[config.mk]
export PLATFORM = sky130hd
export DESIGN_NAME = dual_timer
export DESIGN_NICKNAME = d
export VERILOG_FILES = /design/src/timer_pkg.sv /design/src/timer_unit.sv /design/src/dual_timer.sv
export VERILOG_INCLUDE_DIRS = /design/src
export SDC_FILE = /design/constraint.sdc
export NUM_CORES = 1
export LEC_CHECK = 0
export BUFFER_PORTS_ARGS = -buffer_cell sky130_fd_sc_hd__clkbuf_2
export CAP_MARGIN = 10
export CELL_PAD_IN_SITES_DETAIL_PLACEMENT = 0
export CELL_PAD_IN_SITES_GLOBAL_PLACEMENT = 2
export CORE_MARGIN = 3
export CORE_UTILIZATION = 35
export CTS_BUF_LIST = sky130_fd_sc_hd__clkbuf_4
export CTS_CLUSTER_SIZE = 12
export DETAILED_ROUTE_END_ITERATION = 12
export PLACE_DENSITY = 0.88
export SLEW_MARGIN = 20
export SYNTH_ARGS = -nofsm -noshare
export SYNTH_HDL_FRONTEND = slang
export SYNTH_SLANG_ARGS = --single-unit
[constraint.sdc]
create_clock -name clk_sys -period 2.72 [get_ports clk_sys]
set_clock_uncertainty 0.05 [all_clocks]
set_input_delay 0.408 -clock clk_sys [delete_from_list [all_inputs] [get_ports clk_sys]]
set_output_delay 0.408 -clock clk_sys [all_outputs]
set_load 0.02 [all_outputs]
[src/timer_cfg.svh]
// Constants for the dual timer/counter block
`ifndef TIMER_CFG_SVH
`define TIMER_CFG_SVH
`define TMR_IDX_RUN 8'h88
`define TMR_IDX_MODE 8'h89
`define TMR_IDX_TL0 8'h8A
`define TMR_IDX_TL1 8'h8B
`define TMR_IDX_TH0 8'h8C
`define TMR_IDX_TH1 8'h8D
`define TMR_IDX_STAT 8'h90
`define TMR_IDX_MASK 8'h91
`define TMR_ADDR_W 12
`define TMR_MODE_PRE13 2'h0
`define TMR_MODE_16 2'h1
`define TMR_MODE_RELOAD 2'h2
`define TMR_MODE_SPLIT 2'h3
`define TMR_PRE_MAX 5'h1F
`define TMR_BYTE_MAX 8'hFF
`define TMR_BYTE_ONE 8'h01
`define TMR_WORD_ONE 16'h0001
`define TMR_BYTE_RST 8'h00
`define TMR_WORD_RST 32'h0000_0000
`define TMR_RUN0_BIT 4
`define TMR_FLAG0_BIT 5
`define TMR_RUN1_BIT 6
`define TMR_FLAG1_BIT 7
`define TMR_ST_OVF0 0
`define TMR_ST_OVF1 1
`define TMR_CFG0_LSB 0
`define TMR_CFG1_LSB 4
`define TMR_TICK_DIV 12
`endif

[src/timer_pkg.sv]
// Types shared by the dual timer/counter block
package timer_pkg;
   typedef struct packed {
      logic gate;
      logic src;
      logic [1:0] mode;
   } timer_cfg_s;
   typedef struct packed {
      logic wr_lo;
      logic wr_hi;
      logic [7:0] data;
   } byte_wr_s;
endpackage

[src/timer_unit.sv]
// One timer/counter channel: mode logic and its two count bytes
`timescale 1ns/10ps
`include "timer_cfg.svh"
module timer_unit #(
   parameter bit SPLIT_OK = 1'b1
) (
   // Clock and reset
   input wire logic clk_sys,
   input wire logic rst_n,
   // Control
   input timer_pkg::timer_cfg_s cfg,
   input wire logic run,
   input wire logic run_aux,
   input wire logic gate_pin,
   input wire logic tick,
   input wire logic ext_fall,
   input timer_pkg::byte_wr_s wr,
   // Count state and carries
   output logic [7:0] low_q,
   output logic [7:0] high_q,
   output logic ovf_main,
   output logic ovf_aux
);
   import timer_pkg::*;

   logic en;
   logic inc;
   logic inc_aux;
   logic [7:0] lo_d;
   logic [7:0] hi_d;

   always_comb begin
      // [RULE7] gate with pin
      en = run & (~cfg.gate | gate_pin);
      // [RULE6] source select
      inc = en & (cfg.src ? ext_fall : tick);
      inc_aux = run_aux & tick;
      lo_d = low_q;
      hi_d = high_q;
      ovf_main = 1'b0;
      ovf_aux = 1'b0;
      unique case (cfg.mode)
         // [RULE1] prescaled 13-bit
         `TMR_MODE_PRE13: begin
            if (inc) begin
               lo_d[4:0] = low_q[4:0] + 5'h01;
               if (low_q[4:0] == `TMR_PRE_MAX) begin
                  hi_d = high_q + `TMR_BYTE_ONE;
                  ovf_main = (high_q == `TMR_BYTE_MAX);
               end
            end
         end
         // [RULE1] full 16-bit
         `TMR_MODE_16: begin
            if (inc) begin
               {hi_d, lo_d} = {high_q, low_q} + `TMR_WORD_ONE;
               ovf_main = &{high_q, low_q};
            end
         end
         // [RULE2] auto reload
         `TMR_MODE_RELOAD: begin
            if (inc) begin
               if (low_q == `TMR_BYTE_MAX) begin
                  lo_d = high_q;
                  ovf_main = 1'b1;
               end else begin
                  lo_d = low_q + `TMR_BYTE_ONE;
               end
            end
         end
         `TMR_MODE_SPLIT: begin
            // [RULE3] two 8-bit counters
            if (SPLIT_OK) begin
               if (inc) begin
                  lo_d = low_q + `TMR_BYTE_ONE;
                  ovf_main = (low_q == `TMR_BYTE_MAX);
               end
               if (inc_aux) begin
                  hi_d = high_q + `TMR_BYTE_ONE;
                  ovf_aux = (high_q == `TMR_BYTE_MAX);
               end
            end
            // [RULE4] timer 1 holds
         end
      endcase
      // Software write beats a count in the same cycle
      if (wr.wr_lo) begin
         lo_d = wr.data;
      end
      if (wr.wr_hi) begin
         hi_d = wr.data;
      end
   end

   always_ff @(posedge clk_sys or negedge rst_n) begin
      if (!rst_n) begin
         low_q <= `TMR_BYTE_RST;
         high_q <= `TMR_BYTE_RST;
      end else begin
         low_q <= lo_d;
         high_q <= hi_d;
      end
   end
endmodule

[src/dual_timer.sv]
// Dual timer/counter with APB register access and overflow interrupt
//
// Functional notes
// [RULE1] Mode 00 is an 8-bit count behind a 5-bit prescaler; 01 is 16-bit.
// [RULE2] Mode 10 counts the low byte and reloads it from the high byte.
// [RULE3] Mode 11 splits timer 0 into separate low and high 8-bit counters.
// [RULE4] Mode 11 halts timer 1 with its count kept as it is.
// [RULE5] Mode register: timer 0 in bits 3:0, timer 1 in bits 7:4.
// [RULE6] Source bit 0 counts the divided clock, 1 counts the count pin.
// [RULE7] Gate 0 counts on run bit alone; gate 1 also needs the pin high.
// [RULE8] Interrupt pin 0 gates timer 0, interrupt pin 1 gates timer 1.
// [RULE9] Count pin 0 clocks timer 0, count pin 1 clocks timer 1.
// [RULE10] A timer counts only while its run-control bit is one; in mode 11 the timer 0 high byte counts on timer 1's run bit.
// [RULE11] A carry sets the overflow flag; servicing clears it again.
// [RULE12] Count pins are synchronised; each falling edge counts once.
//
// The APB register port is this design's own decision.
`timescale 1ns/10ps
`include "timer_cfg.svh"
module dual_timer #(
   parameter int TICK_DIV = `TMR_TICK_DIV
) (
   // Clock and reset
   input wire logic clk_sys,
   input wire logic rst_n,
   // APB slave
   input wire logic psel,
   input wire logic penable,
   input wire logic pwrite,
   input wire logic [`TMR_ADDR_W-1:0] paddr,
   input wire logic [31:0] pwdata,
   output logic [31:0] prdata,
   output logic pready,
   output logic pslverr,
   // External pins
   input wire logic count_pin_0,
   input wire logic count_pin_1,
   input wire logic ext_interrupt_pin_0,
   input wire logic ext_interrupt_pin_1,
   // Interrupt service acknowledge, one per timer
   input wire logic svc_ack_0,
   input wire logic svc_ack_1,
   // Flags and interrupt
   output logic overflow_flag_0,
   output logic overflow_flag_1,
   output logic irq
);
   import timer_pkg::*;

   // Pin order: count 0, count 1, gate 0, gate 1
   logic [3:0] pin_raw;
   logic [3:0] pin_s1_q;
   logic [3:0] pin_s2_q;
   logic [1:0] cnt_prev_q;
   logic [1:0] ext_fall;

   logic [7:0] tick_cnt_q;
   logic tick_q;

   logic [7:0] mode_q;
   logic run0_q;
   logic run1_q;
   logic [1:0] stat_q;
   logic [1:0] stat_d;
   logic [1:0] mask_q;
   logic irq_q;

   timer_cfg_s cfg0;
   timer_cfg_s cfg1;
   byte_wr_s wr0;
   byte_wr_s wr1;
   logic [7:0] tl0;
   logic [7:0] th0;
   logic [7:0] tl1;
   logic [7:0] th1;
   logic ovf0_main;
   logic ovf0_aux;
   logic ovf1_main;
   logic ovf1_aux;

   logic access;
   logic commit;
   logic wr_en;
   logic addr_ok;
   logic [7:0] idx;
   logic mapped;
   logic [31:0] rd_word;
   logic [31:0] prdata_q;
   logic pready_q;
   logic pslverr_q;

   assign pin_raw = {ext_interrupt_pin_1, ext_interrupt_pin_0,
                     count_pin_1, count_pin_0};

   // Two stages per pin; only the second stage feeds logic
   always_ff @(posedge clk_sys or negedge rst_n) begin
      if (!rst_n) begin
         pin_s1_q <= 4'h0;
         pin_s2_q <= 4'h0;
      end else begin
         pin_s1_q <= pin_raw;
         pin_s2_q <= pin_s1_q;
      end
   end

   // [RULE12] falling edge detect
   always_ff @(posedge clk_sys or negedge rst_n) begin
      if (!rst_n) begin
         cnt_prev_q <= 2'h0;
      end else begin
         cnt_prev_q <= pin_s2_q[1:0];
      end
   end

   // [RULE9] per-timer count pin
   assign ext_fall = cnt_prev_q & ~pin_s2_q[1:0];

   // Divided oscillator tick, one cycle wide
   always_ff @(posedge clk_sys or negedge rst_n) begin
      if (!rst_n) begin
         tick_cnt_q <= `TMR_BYTE_RST;
         tick_q <= 1'b0;
      end else if (tick_cnt_q == 8'(TICK_DIV - 1)) begin
         tick_cnt_q <= `TMR_BYTE_RST;
         tick_q <= 1'b1;
      end else begin
         tick_cnt_q <= tick_cnt_q + `TMR_BYTE_ONE;
         tick_q <= 1'b0;
      end
   end

   // APB decode; aligned words, index times four
   assign idx = paddr[9:2];
   assign addr_ok = (paddr[`TMR_ADDR_W-1:10] == 2'h0) && (paddr[1:0] == 2'h0);
   assign access = psel & penable;
   // Write lands on the edge where the master sees pready
   assign commit = access & pready_q;
   assign wr_en = commit & pwrite & ~pslverr_q;

   always_comb begin
      mapped = addr_ok;
      rd_word = `TMR_WORD_RST;
      unique case (idx)
         `TMR_IDX_RUN: begin
            rd_word[`TMR_RUN0_BIT] = run0_q;
            rd_word[`TMR_FLAG0_BIT] = stat_q[`TMR_ST_OVF0];
            rd_word[`TMR_RUN1_BIT] = run1_q;
            rd_word[`TMR_FLAG1_BIT] = stat_q[`TMR_ST_OVF1];
         end
         `TMR_IDX_MODE: begin
            rd_word[7:0] = mode_q;
         end
         `TMR_IDX_TL0: begin
            rd_word[7:0] = tl0;
         end
         `TMR_IDX_TL1: begin
            rd_word[7:0] = tl1;
         end
         `TMR_IDX_TH0: begin
            rd_word[7:0] = th0;
         end
         `TMR_IDX_TH1: begin
            rd_word[7:0] = th1;
         end
         `TMR_IDX_STAT: begin
            rd_word[1:0] = stat_q;
         end
         `TMR_IDX_MASK: begin
            rd_word[1:0] = mask_q;
         end
         default: begin
            mapped = 1'b0;
         end
      endcase
   end

   // One wait state, then answer for one cycle
   always_ff @(posedge clk_sys or negedge rst_n) begin
      if (!rst_n) begin
         pready_q <= 1'b0;
         pslverr_q <= 1'b0;
         prdata_q <= `TMR_WORD_RST;
      end else if (access & ~pready_q) begin
         pready_q <= 1'b1;
         pslverr_q <= ~mapped;
         prdata_q <= (mapped & ~pwrite) ? rd_word : `TMR_WORD_RST;
      end else begin
         pready_q <= 1'b0;
         pslverr_q <= 1'b0;
      end
   end

   // [RULE5] mode register nibbles
   always_ff @(posedge clk_sys or negedge rst_n) begin
      if (!rst_n) begin
         mode_q <= `TMR_BYTE_RST;
      end else if (wr_en && idx == `TMR_IDX_MODE) begin
         mode_q <= pwdata[7:0];
      end
   end

   assign cfg0 = mode_q[`TMR_CFG0_LSB +: 4];
   assign cfg1 = mode_q[`TMR_CFG1_LSB +: 4];

   // [RULE10] run-control bits
   always_ff @(posedge clk_sys or negedge rst_n) begin
      if (!rst_n) begin
         run0_q <= 1'b0;
         run1_q <= 1'b0;
      end else if (wr_en && idx == `TMR_IDX_RUN) begin
         run0_q <= pwdata[`TMR_RUN0_BIT];
         run1_q <= pwdata[`TMR_RUN1_BIT];
      end
   end

   always_ff @(posedge clk_sys or negedge rst_n) begin
      if (!rst_n) begin
         mask_q <= 2'h0;
      end else if (wr_en && idx == `TMR_IDX_MASK) begin
         mask_q <= pwdata[1:0];
      end
   end

   always_comb begin
      wr0.wr_lo = wr_en && idx == `TMR_IDX_TL0;
      wr0.wr_hi = wr_en && idx == `TMR_IDX_TH0;
      wr0.data = pwdata[7:0];
      wr1.wr_lo = wr_en && idx == `TMR_IDX_TL1;
      wr1.wr_hi = wr_en && idx == `TMR_IDX_TH1;
      wr1.data = pwdata[7:0];
   end

   // [RULE8] interrupt pin 0 gates timer 0
   timer_unit #(
      .SPLIT_OK(1'b1)
   ) u_timer0 (
      .clk_sys(clk_sys),
      .rst_n(rst_n),
      .cfg(cfg0),
      .run(run0_q),
      .run_aux(run1_q),
      .gate_pin(pin_s2_q[2]),
      .tick(tick_q),
      .ext_fall(ext_fall[0]),
      .wr(wr0),
      .low_q(tl0),
      .high_q(th0),
      .ovf_main(ovf0_main),
      .ovf_aux(ovf0_aux)
   );

   // [RULE4] no split, so mode 11 holds
   timer_unit #(
      .SPLIT_OK(1'b0)
   ) u_timer1 (
      .clk_sys(clk_sys),
      .rst_n(rst_n),
      .cfg(cfg1),
      .run(run1_q),
      .run_aux(1'b0),
      .gate_pin(pin_s2_q[3]),
      .tick(tick_q),
      .ext_fall(ext_fall[1]),
      .wr(wr1),
      .low_q(tl1),
      .high_q(th1),
      .ovf_main(ovf1_main),
      .ovf_aux(ovf1_aux)
   );

   // [RULE11] set beats ack and write-one clear
   always_comb begin
      stat_d = stat_q;
      if (svc_ack_0) begin
         stat_d[`TMR_ST_OVF0] = 1'b0;
      end
      if (svc_ack_1) begin
         stat_d[`TMR_ST_OVF1] = 1'b0;
      end
      if (wr_en && idx == `TMR_IDX_STAT) begin
         stat_d = stat_d & ~pwdata[1:0];
      end
      if (ovf0_main) begin
         stat_d[`TMR_ST_OVF0] = 1'b1;
      end
      // Split high byte borrows timer 1's flag
      if (ovf1_main | ovf1_aux | ovf0_aux) begin
         stat_d[`TMR_ST_OVF1] = 1'b1;
      end
   end

   always_ff @(posedge clk_sys or negedge rst_n) begin
      if (!rst_n) begin
         stat_q <= 2'h0;
      end else begin
         stat_q <= stat_d;
      end
   end

   // Registered so the pin never glitches
   always_ff @(posedge clk_sys or negedge rst_n) begin
      if (!rst_n) begin
         irq_q <= 1'b0;
      end else begin
         irq_q <= |(stat_d & mask_q);
      end
   end

   assign prdata = prdata_q;
   assign pready = pready_q;
   assign pslverr = pslverr_q;
   assign overflow_flag_0 = stat_q[`TMR_ST_OVF0];
   assign overflow_flag_1 = stat_q[`TMR_ST_OVF1];
   assign irq = irq_q;
endmodule

# Word level (Yosys, flattened, before mapping)
# Cells that the tools add are included.
dict set report word_totals {
  ramBits 0
  memories 0
  ff_bits 100
  elab_cells 173
  inputBits 55
  latchBits 0
  mem_bits_ro 0
}
dict set report op_classes {
  shift 0
  n_reduce_logical 28
  n_bitwise 25
  multipliers 0
  n_addsub 9
  mux 57
  n_lt_le_gt_ge 0
  div_mod_pow 0
  n_eq_ne 34
}
# cell count
set ops {}
lappend ops {{$mux W8} 20}
lappend ops {{$eq A8 B8 Y1 const B} 12}
lappend ops {{$ne A3 B1 Y1 const B} 14}
lappend ops {{$add A8 B1 Y8 const B} 5}
lappend ops {{$add A16 B1 Y16 const B} 2}
lappend ops {{$reduce_and A16 Y1} 2}
lappend ops {{$pmux W4 S6} 1}
lappend ops {{$pmux W8 S3} 1}
lappend ops {{$mux W1} 23}
lappend ops {{$pmux W5 S4} 1}
lappend ops {{$pmux W8 S2} 1}
lappend ops {{$reduce_and A4 Y1} 4}
lappend ops {{$pmux W5 S3} 1}
lappend ops {{$pmux W2 S7} 1}
lappend ops {{$reduce_bool A4 Y1} 3}
lappend ops {{$and A1 B1 Y1} 11}
lappend ops {{$add A5 B1 Y5 const B} 2}
lappend ops {{$eq A5 B5 Y1 const B} 2}
lappend ops {{$mux W5} 2}
lappend ops {{$pmux W2 S5} 1}
lappend ops {{$logic_and A1 B1 Y1} 9}
lappend ops {{$pmux W3 S3} 1}
lappend ops {{$eq A8 B4 Y1 const B} 1}
lappend ops {{$logic_not A2 Y1} 4}
lappend ops {{other kinds (15)} 29}

# Logic depth before layout (Yosys ltp)
# Gate-level depths: netlist of run 1.
dict set report logic_depth {
  depth_word 10
  ltp_mapped 9
  depth_no_buf 9
}

# By module
# Synthesis of run 1 repeated with hierarchy kept, for this count alone.
dict set report unflattened {
  hier_cells 550
  area_unflattened_um2 5162.5
}
# mod instances area_each_um2 cells_each
set by_module_without_submodules {}
lappend by_module_without_submodules {dual_timer 1 2406.1 223}
lappend by_module_without_submodules {{timer_unit at u_timer1} 1 1441.4 172}
lappend by_module_without_submodules {{timer_unit at u_timer0} 1 1315.0 155}

# Worst setup path before layout of run 1
# OpenSTA, ideal clock, no wires.
dict set report synth_timing {
  kind {flip-flop to flip-flop}
  start {register u_timer1.low_q[0]}
  end {register u_timer1.high_q[7]}
  path_stages_with_launch 10
  required_ns 2.534
  slack_ns 0.541
  arrival_ns 1.993
  synth_period_minus_slack_ns 2.179
  cell_sequence {dfrtp_1 -> ha_1 -> inv_1 -> nor2_1 -> ha_1 -> mux2_2 -> o2111ai_1 -> nor4_1 -> xnor2_1 -> o21ai_0}
}
dict set report synth_via {
  elab_chain_len 4
}
# element line_no
set synth_rtl {}
lappend synth_rtl {{from (decl)} timer_unit.sv:19} ;# output logic [7:0] low_q,
lappend synth_rtl {{from (signal assigned)} timer_unit.sv:97} ;# low_q <= `TMR_BYTE_RST;
lappend synth_rtl {{from (signal assigned)} timer_unit.sv:100} ;# low_q <= lo_d;
lappend synth_rtl {{$add A16 B1 Y16 (no source line)} --}
lappend synth_rtl {{$mux W8} timer_unit.sv:55} ;# if (inc) begin
lappend synth_rtl {{$pmux W8 S2} timer_unit.sv:42} ;# unique case (cfg.mode)
lappend synth_rtl {{$mux W8} timer_unit.sv:90} ;# if (wr.wr_hi) begin
lappend synth_rtl {{to (signal assigned)} timer_unit.sv:98} ;# high_q <= `TMR_BYTE_RST;
lappend synth_rtl {{to (signal assigned)} timer_unit.sv:101} ;# high_q <= hi_d;
lappend synth_rtl {{to (decl)} timer_unit.sv:20} ;# output logic [7:0] high_q,
# Several ways; a longest one is shown, not always the timed one. The select of a mux whose other input is x is not followed.
# A chain may end at the register's enable or synchronous reset.

# Worst setup path after layout of run 1
dict set report layout_timing {
  start {register u_timer0.low_q[1]}
  end {register u_timer0.high_q[6]}
}
dict set report layout_via {
  elab_chain_len 4
}
# element line_no
set layout_rtl {}
lappend layout_rtl {{from (decl)} timer_unit.sv:19}
lappend layout_rtl {{from (signal assigned)} timer_unit.sv:97}
lappend layout_rtl {{from (signal assigned)} timer_unit.sv:100}
lappend layout_rtl {{$add A16 B1 Y16 (no source line)} --}
lappend layout_rtl {{$mux W8} timer_unit.sv:55}
lappend layout_rtl {{$pmux W8 S3} timer_unit.sv:42}
lappend layout_rtl {{$mux W8} timer_unit.sv:90}
lappend layout_rtl {{to (signal assigned)} timer_unit.sv:98}
lappend layout_rtl {{to (signal assigned)} timer_unit.sv:101}
lappend layout_rtl {{to (decl)} timer_unit.sv:20}
# Several ways; a longest one is shown, not always the timed one. The select of a mux whose other input is x is not followed.

==> results of run 1 <==
-- logic make-up (layout without fill, tap and decap cells) --
group                      Yosys count  count (layout)  synth area share (%)
AOI/OAI and AO/OA                  126             126                 17.49
xor gates and xnor gates            22              22                 4.075
adders and majority gates           15              15                 3.969
buffers and inverters               59              99                 6.854
DFF                                 76              76                 40.22
muxes                               29              29                 7.542
other                                1              24               0.07931
and+or+nand+nor                    181             181                 19.77
-- power by group --
| group | internal, W | switching [W] | total (W) | leakage (nW) |
|---|---|---|---|---|
| registers | 0.00119 | 0.0000905 | 0.00128 | 0.879 |
| logic | 0.000152 | 0.000255 | 0.000406 | 1.42 |
| clock network | 0.000483 | 0.000401 | 0.000884 | 0.0971 |
-- cells in the mapped netlist (3+ instances only) --
library cell | number | share of area [%]
dfrtp_1 | 76 | 40
nand2_1 | 53 | 4.2
o21ai_0 | 46 | 4.9
nor2_1 | 36 | 2.9
buf_4 | 24 | 3.8
nand3_1 | 20 | 2.1
inv_1 | 17 | 1.3
a21oi_1 | 16 | 1.7
xnor2_1 | 16 | 3.0
ha_1 | 15 | 4.0
clkbuf_1 | 13 | 1.0
mux2_2 | 13 | 3.1
nand4_1 | 13 | 1.7
mux2i_1 | 12 | 2.5
nor3_1 | 12 | 1.3
a221oi_1 | 10 | 1.9
o31ai_1 | 9 | 1.4
nor4_1 | 7 | 0.93
a31oi_1 | 6 | 0.79
nor2b_1 | 6 | 0.79
o22ai_1 | 6 | 0.79
xor2_1 | 6 | 1.1
a32o_1 | 4 | 0.85
buf_2 | 4 | 0.42
mux4_2 | 4 | 1.9
o2111ai_1 | 4 | 0.74
or4_1 | 4 | 0.64
a211oi_1 | 3 | 0.48
and3_1 | 3 | 0.40
nand2b_1 | 3 | 0.40
nand3b_1 | 3 | 0.48
nor3b_1 | 3 | 0.48
o211ai_1 | 3 | 0.48
o21a_1 | 3 | 0.48
o311ai_0 | 3 | 0.56
or3_1 | 3 | 0.40
-- per-stage QoR --
step / hold slack, ns / cell area, um2 / std cells / utilization, %
floorplan: 0.06241 / 4815 / 532 / -
global placement: 0.2833 / 5122 / 723 / 39.62
finish: 0.1900 / 5381 / 744 / 41.63
detailed placement: 0.2847 / 5122 / 723 / 39.62
global route: 0.1718 / 5381 / 744 / 41.63
CTS: 0.06442 / 5344 / 742 / 41.34
-- path summary, 6_finish.rpt --
check	start	endpoint	slack, ns	cells past startpoint
max reg2reg	u_timer0.low_q[1]	u_timer0.high_q[6]	0.28	9
min in group asynchronous	rst_n	prdata[1]	0.36	2
min	pwrite	u_timer0.high_q[7]	0.19	3
max in group asynchronous	rst_n	u_timer0.low_q[6]	1.66	3
max	u_timer0.low_q[1]	u_timer0.high_q[6]	0.28	9
min reg2reg	pin_s1_q[0]	pin_s2_q[0]	0.31	0
-- cell type report --
type,instances,area [um2],area share (%)
Sequential cell,76,1902,35.34
Timing Repair Buffer,67,430.4,7.998
Clock buffer,11,82.58,1.535
Clock inverter,4,98.84,1.837
Multi-Input combinational cell,397,2589,48.11
Tap cell,172,215.2,3.999
Inverter,17,63.81,1.186
-- sequential cells by signal, indices dropped and copies added, names as in the netlist, 2 cells and up --
signal / cells
mode_q: 8
prdata: 8
tick_cnt_q: 8
u_timer0.high_q: 8
u_timer0.low_q: 8
u_timer1.high_q: 8
u_timer1.low_q: 8
pin_s1_q: 4
pin_s2_q: 4
cnt_prev_q: 2
mask_q: 2
stat_q: 2
-- routing by layer --
layer	vias up	GRT usage, %	part of all wire [%]
met5	-	0	0
met4	0	5.738	2.1
met3	18	4.516	5.8
met2	137	29.41	46
met1	1975	25.81	46
li1	1956	-	-
-- worst min-delay path, stage by stage --
cell and delay, ns:
clkbuf_2 0.11, nand4_1 0.07, nand3_1 0.07
-- what timing repair did --
item	4_1_cts	5_1_grt
resized for setup	0	0
hold endpoints to repair	4	27
hold buffers	4	1
==> results.md, run 1 <==
- Status: finished clean
- Clock root buffer: clkbuf_4
- Maximum clock path buffer count: 2
- Core area: 0.01293 mm2
- Post-synth EDFFs: 0
- Worst min path class: in2reg
- Most common cell after layout, fill and taps aside: dfrtp_1
- Setup ws final: 0.2754 ns
- Die Y: 122.2 um
- Fill cells: 1291
- Largest net degree at the start of global routing: 77
- CP Data Arrival Time: 2.78 ns
- H-tree depth: 3
- Layout cells sized above 1: 17.48%
- Startpoint types: register
- Routed vias: 4086
- Max cap viols: 0
- Clock transition at path regs: 0.13 ns
- Setup Buffers After CTS: 0
- Power Dens Cells: 477.1 mW/mm2
- CTS tree: done
- CP max FO: 6
- Final-report setup violation count: 0
- IO Pins: 92
- Critical path's slowest cell: dfrtp_1
- Vias in the first global route: 3789
- Syn Inst Count: 509
- Antenna Cells: 0
- Worst path max stage delay: 0.48 ns
- Synth-to-Final Area Change: 13.81%
- Bufs and invs on worst path: 1
- Starting Density: 36.58%
- Syn. warnings: 0
- Num Clock Sinks: 76
- Ys async rst share: 100.0%
- Mapped Area: 0.004728 mm2
- Tcrit/Tclk final: 89.88%
- Die X: 122.2 um
- DRT Wirelength: 13730 um
- Die footprint: 0.01494 mm2
- CP delay by family, top: simple AND/OR/NAND/NOR gates
- CP required: 3.05 ns
- Initial DRT Pass Iterations: 5
- Commonest cells after routing, fill and taps aside: 76 x dfrtp_1, 53 x nand2_1, 46 x o21ai_0
- P_leak: 2.399 nW
- Worst slew margin: 47.44%
- CP cell instances: ha_1 > nand3_1 > inv_1 > ha_1 > nor2b_1 > nor3_1 > o211ai_1 > or4_1 > a31oi_1
- GRT Overall Usage: 18.77%
- Global-route wire length before repair: 21220 um
- Worst Tran Pin Value: 0.7812 ns
- CTS buffer count: 9
- GP Congestion: 0.8991
- IO Port Bufs: 43
- CP endpoint kind: register
- F_max: 409.1 MHz
- Via density per instance: 5.492
- Sequential share of the synthesized area: 40.22%
- Worst skew pair latency: 0.45 ns
- Synth Flop Type: dfrtp_1
- RSZ-0062 raised after global routing: no
- Peak supply drop: 0.3409 mV
- Detail Placement HPWL: 10200 um
- Critical path class: reg2reg
- Initial antenna violation count: 0
- Setup TNS: 0 ns
- DRT iter0 DRCs: 385
- Fin. max-slew vios: 0
- GRT overflow: 0
- DR WL/cell: 18.45 um
- Fin. Hold Viols: 0
- Avg Inst Size Synth: 9.289 um2
- Final Power: 0.002568 W
- Flops & latches, synth: 76
- # rows: 41
- Most frequent CP cell: ha_1
- Pre-CTS setup slack: 0.3114 ns
- Antenna viol nets, final: 0
- DRC Markers: 0
- Nets: 638
- Final min period: 2.445 ns
- Synth cell types: 60
(Power assumes the default switching activity.)
==> run 2, diff against run 1 <==
clock period = 2.5 ns   (was 2.72 ns; I/O delays follow)
==> run 2 against run 1 <==
Hold slack lost 0.057 ns. Highest routed layer unchanged. Die area is the same. Worst setup slack lost 0.030 ns. Count of clock-buffer cells in the layout shrank 1. Non-clock buffer count grew 2. Routed wire length shrank 0.39%. Critical path type unchanged.
==> results.md, run 2 (synthesized netlist as in run 1, its figures left out) <==
- Status: finished clean
- Bufs and invs on worst path: 2
- Max cap viols: 0
- Setup TNS: 0 ns
- Vias in the first global route: 3849
- # rows: 41
- Num Clock Sinks: 76
- IO Port Bufs: 43
- Hold Crit Depth: 3
- Starting Density: 36.58%
- Global-route wire length before repair: 21470 um
- Antenna Cells: 0
- Worst slew margin: 52.91%
- Worst R2R Start: u_timer1.low_q[0]
- R2r worst-path depth: 10
- Final-report setup violation count: 0
- CP Data Arrival Time: 2.55 ns
- Core area: 0.01293 mm2
- Via density per instance: 5.526
- Clock root buffer: clkbuf_4
- Worst min path class: in2reg
- Worst path max stage delay: 0.37 ns
- Hold path endpoint: u_timer0.high_q[7]
- Most common cell after layout, fill and taps aside: dfrtp_1
- Core Util, Final: 41.72%
- GP Congestion: 0.9082
- RSZ-0062 raised after global routing: no
- DRT iter0 DRCs: 433
- Synth-to-Final Area Change: 14.08%
- GRT Overall Usage: 18.98%
- CP endpoint kind: register
- Fin. Hold Viols: 0
- Startpoint types: register
- Die X: 122.2 um
- Layout cells sized above 1: 18.43%
- Internal Power: 0.001872 W
- DRT Wirelength: 13670 um
- Die Y: 122.2 um
- Fill cells: 1330
- Worst Tran Pin Value: 0.6998 ns
- H-tree depth: 3
- Commonest cells after routing, fill and taps aside: 76 x dfrtp_1, 53 x nand2_1, 46 x o21ai_0
- Final min period: 2.255 ns
- CP required: 2.80 ns
- Logic pwr share: 16.0%
- CTS tree: done
- Seq pwr share: 51.4%
- Initial antenna violation count: 0
- CP max FO: 9
- Clock transition at path regs: 0.13 ns
- Maximum clock path buffer count: 2
- Clock power share: 32.6%
- Sw Share: 30.93%
- Peak supply drop: 0.3209 mV
- Largest net degree at the start of global routing: 44
- DR WL/cell: 18.30 um
- P_leak: 2.400 nW
- Crit Reg-Reg Endpoint: u_timer1.high_q[5]
- F_max: 443.5 MHz
- CP delay by family, top: simple AND/OR/NAND/NOR gates
- Critical path class: reg2reg
- Nets: 640
- Power Dens Cells: 502.5 mW/mm2
- Fin. max-slew vios: 0
- Hold path start: pwrite
- Critical path's slowest cell: dfrtp_1
- DRC Markers: 0
- GRT overflow: 0
- Detail Placement HPWL: 10180 um
- Antenna viol nets, final: 0
- Die footprint: 0.01494 mm2
- Tcrit/Tclk final: 90.19%
- Switching power total: 0.0008382 W
- IO Pins: 92
- CTS buffer count: 9
- Initial DRT Pass Iterations: 4
- Most frequent CP cell: ha_1
- Routed vias: 4128
- Worst skew pair latency: 0.46 ns
- Internal reg-to-reg setup slack: 0.25 ns
- CP cell instances: ha_1 > inv_1 > nor2_1 > ha_1 > mux2_2 > o2111ai_1 > buf_4 > nor4_1 > xnor2_1 > o21ai_0
## run 2: tightest hold or removal path: cells and delay by family
family                 cells  cell delay, ns
and+or+nand+nor            2            0.13
buffers and inverters      1            0.11
## run 2: how the worst max path moves through the flow
| stage | start | end | slack [ns] | cells after the start |
|---|---|---|---|---|
| global placement | u_timer0.low_q[1] | u_timer0.high_q[6] | 0.20 | 9 |
| floorplan | u_timer1.low_q[0] | u_timer1.high_q[7] | 0.32 | 9 |
| finish | u_timer1.low_q[0] | u_timer1.high_q[5] | 0.25 | 10 |
| global route | u_timer1.low_q[1] | u_timer1.high_q[5] | 0.01 | 10 |
| detailed placement | u_timer0.low_q[1] | u_timer0.high_q[6] | 0.13 | 9 |
| CTS | u_timer0.low_q[1] | u_timer0.high_q[6] | 0.15 | 9 |
## run 2: power by group through the flow
stage               Combinational, W  Sequential [W]  Clock (W)
floorplan                   0.000287         0.00138          0
global placement            0.000420         0.00141          0
detailed placement          0.000424         0.00141          0
CTS                         0.000433         0.00139   0.000911
global route                0.000483         0.00140   0.000971
finish                      0.000434         0.00139   0.000883
## run 2: through the flow
step	area (um2)	power [W]	setup slack, ns	hold slack, ns	instances
floorplan	4815	0.001670	0.3212	0.02941	532
global placement	5157	0.001833	0.2004	0.2828	726
detailed placement	5157	0.001836	0.1299	0.2887	726
CTS	5371	0.002735	0.1486	0.1119	747
global route	5394	0.002855	0.01077	0.1079	747
finish	5394	0.002710	0.2453	0.1329	747
## run 2: routing by layer
| layer | GRT usage [%] | vias up | wire length [um] |
|---|---|---|---|
| met1 | 26.41 | 2005 | 6267 |
| met2 | 30.09 | 137 | 6347 |
| met3 | 4.147 | 17 | 853 |
| li1 | - | 1969 | - |
| met4 | 4.969 | 0 | 204 |
| met5 | 0 | - | 0 |
## run 2: what timing repair did
| action | 4_1_cts | 5_1_grt |
|---|---|---|
| endpoints found under the setup margin | 0 | 4 |
| buffers inserted | 0 | 0 |
| hold buffers | 5 | 0 |
| hold endpoints to repair | 37 | 0 |
| gates resized for setup | 0 | 4 |
## run 2: cell type report
class	count	area [um2]	area share, %
well taps	172	215.2	3.990
clock buffers	10	75.07	1.392
multi-input cells	397	2611	48.41
repair buffers	69	437.9	8.119
flip-flops and latches	76	1902	35.26
clock inverters	6	88.84	1.647
inverters	17	63.81	1.183
==> run 3, diff against run 2 <==
CELL_PAD_IN_SITES_DETAIL_PLACEMENT = not set   (was 0)
CELL_PAD_IN_SITES_GLOBAL_PLACEMENT = not set   (was 2)
CORE_UTILIZATION = 58   (was 35)
CTS_CLUSTER_SIZE = not set   (was 12)
PLACE_DENSITY = 0.89   (was 0.88)
==> run 3 against run 2 <==
Core utilization up 26 points. Via count up 5.6%. Cell count is 9.5% lower. Combinational power grew 5.1%. Critical path type unchanged. Largest power group unchanged.
==> results.md, run 3 (synthesized netlist as in run 1, its figures left out) <==
- DRC Markers: 0
- Fill cells: 627
- Fin. Hold Viols: 0
- GRT Overall Usage: 28.75%
- DR WL/cell: 19.22 um
- DRT iter0 DRCs: 491
- Initial antenna violation count: 0
- R2r worst-path depth: 6
- IO Pins: 92
- Max cap viols: 0
- Maximum clock path buffer count: 2
- Worst min path class: in2async
- M2 GR Usage: 45.60%
- Starting Density: 60.56%
- Layout cells sized above 1: 17.94%
- Peak supply drop: 0.5057 mV
- CP endpoint kind: register
- Die Y: 96.29 um
- # rows: 32
- IO Port Bufs: 43
- Critical path's slowest cell: nor3_1
- CTS buffer count: 9
- GRT Max-Usage Layer: met2
- Vias in the first global route: 3985
- CP Data Arrival Time: 2.63 ns
- Antenna Cells: 0
- Setup Buffers After CTS: 0
- Clock root buffer: clkbuf_4
- CP cell instances: inv_1 > ha_1 > nor3_1 > nand2_1 > a221oi_1 > o21ai_0
- Setup TNS: 0 ns
- Clock transition at path regs: 0.12 ns
- Die footprint: 0.009272 mm2
- Power Dens Cells: 539.1 mW/mm2
- GP Congestion: 0.9864
- Nets: 640
- Fin. max-slew vios: 0
- M1 GR Usage: 38.35%
- Initial DRT Pass Iterations: 5
- F_max: 421.3 MHz
- Status: finished clean
- CP max FO: 8
- Num Clock Sinks: 76
- Startpoint types: register
- Die X: 96.29 um
- CP required: 2.75 ns
- CTS tree: done
- Worst Tran Pin Value: 0.9426 ns
- Final Non-Filler Cells: 676
- Routed vias: 4360
- Worst Hold Slack: 0.03394 ns
- Via density per instance: 6.450
- Final-report setup violation count: 0
- Core area: 0.007807 mm2
- GR Layer Usage met3: 7.193%
- Critical path class: reg2reg
- Detail Placement HPWL: 9313 um
- Global-route wire length before repair: 19950 um
- Most common cell after layout, fill and taps aside: dfrtp_1
- Largest net degree at the start of global routing: 77
- H-tree depth: 3
- P_leak: 2.411 nW
- Worst path max stage delay: 0.58 ns
- Commonest cells after routing, fill and taps aside: 76 x dfrtp_1, 53 x nand2_1, 46 x o21ai_0
- Worst slew margin: 37.16%
- DRT Wirelength: 13000 um
- Synth-to-Final Area Change: 12.33%
- GRT overflow: 0
- Final min period: 2.374 ns
- Antenna viol nets, final: 0
- Tcrit/Tclk final: 94.95%
- Worst skew pair latency: 0.43 ns
- RSZ-0062 raised after global routing: yes
- Final Power: 0.002863 W
- Placed cells: 657
-- run 3: layout make-up --
class	count	area [um2]	area share (%)
inverters	17	63.81	1.201
flip-flops and latches	76	1902	35.81
clock inverters	6	127.6	2.403
multi-input cells	397	2600	48.95
clock buffers	9	67.56	1.272
repair buffers	69	422.9	7.962
well taps	102	127.6	2.403
-- run 3: metal layers --
layer  share of wire (%)  vias to the layer above
li1                    -                     1958
met4                 3.1                        0
met5                   0                        -
met2                  46                      291
met1                  41                     2074
met3                  11                       37
-- run 3: repair_timing --
action | 4_1_cts | 5_1_grt
hold endpoints to repair | 4 | 0
gates resized for setup | 0 | 2
endpoints found under the setup margin | 0 | 5
hold buffers | 4 | 0
-- run 3: stage by stage --
step | setup WS (ns) | util (%) | instance area, um2
floorplan | 0.3212 | - | 4815
global placement | 0.2914 | 64.87 | 5065
detailed placement | 0.2189 | 64.87 | 5065
CTS | 0.1037 | 67.88 | 5300
global route | -0.04259 | 68.03 | 5311
finish | 0.1262 | 68.03 | 5311
-- run 3: worst paths after layout --
path                                  start                  to  slack [ns]
worst max-delay path              mode_q[1]   u_timer0.low_q[4]        0.13
worst min-delay path                  rst_n           prdata[3]        0.03
worst max register to register    mode_q[1]   u_timer0.low_q[4]        0.13
worst min register to register  pin_s2_q[1]       cnt_prev_q[1]        0.32
max in group asynchronous             rst_n           mode_q[5]        1.76
min in group clk_sys                 pwrite  u_timer0.high_q[7]        0.18
-- run 3: worst max-delay path, delay by kind of cell, from the launching register on --
family          cells  cell delay [ns]
buf+inv             1             0.10
simple gates        2             0.82
compound gates      2             0.56
fa+ha+maj           1             0.28
flops               1             0.43
-- run 3: where the power goes --
part | total, W | internal, W | switching, W
Clock | 0.00102 | 0.000595 | 0.000427
Sequential | 0.00138 | 0.00129 | 0.0000934
Combinational | 0.000456 | 0.000165 | 0.000291
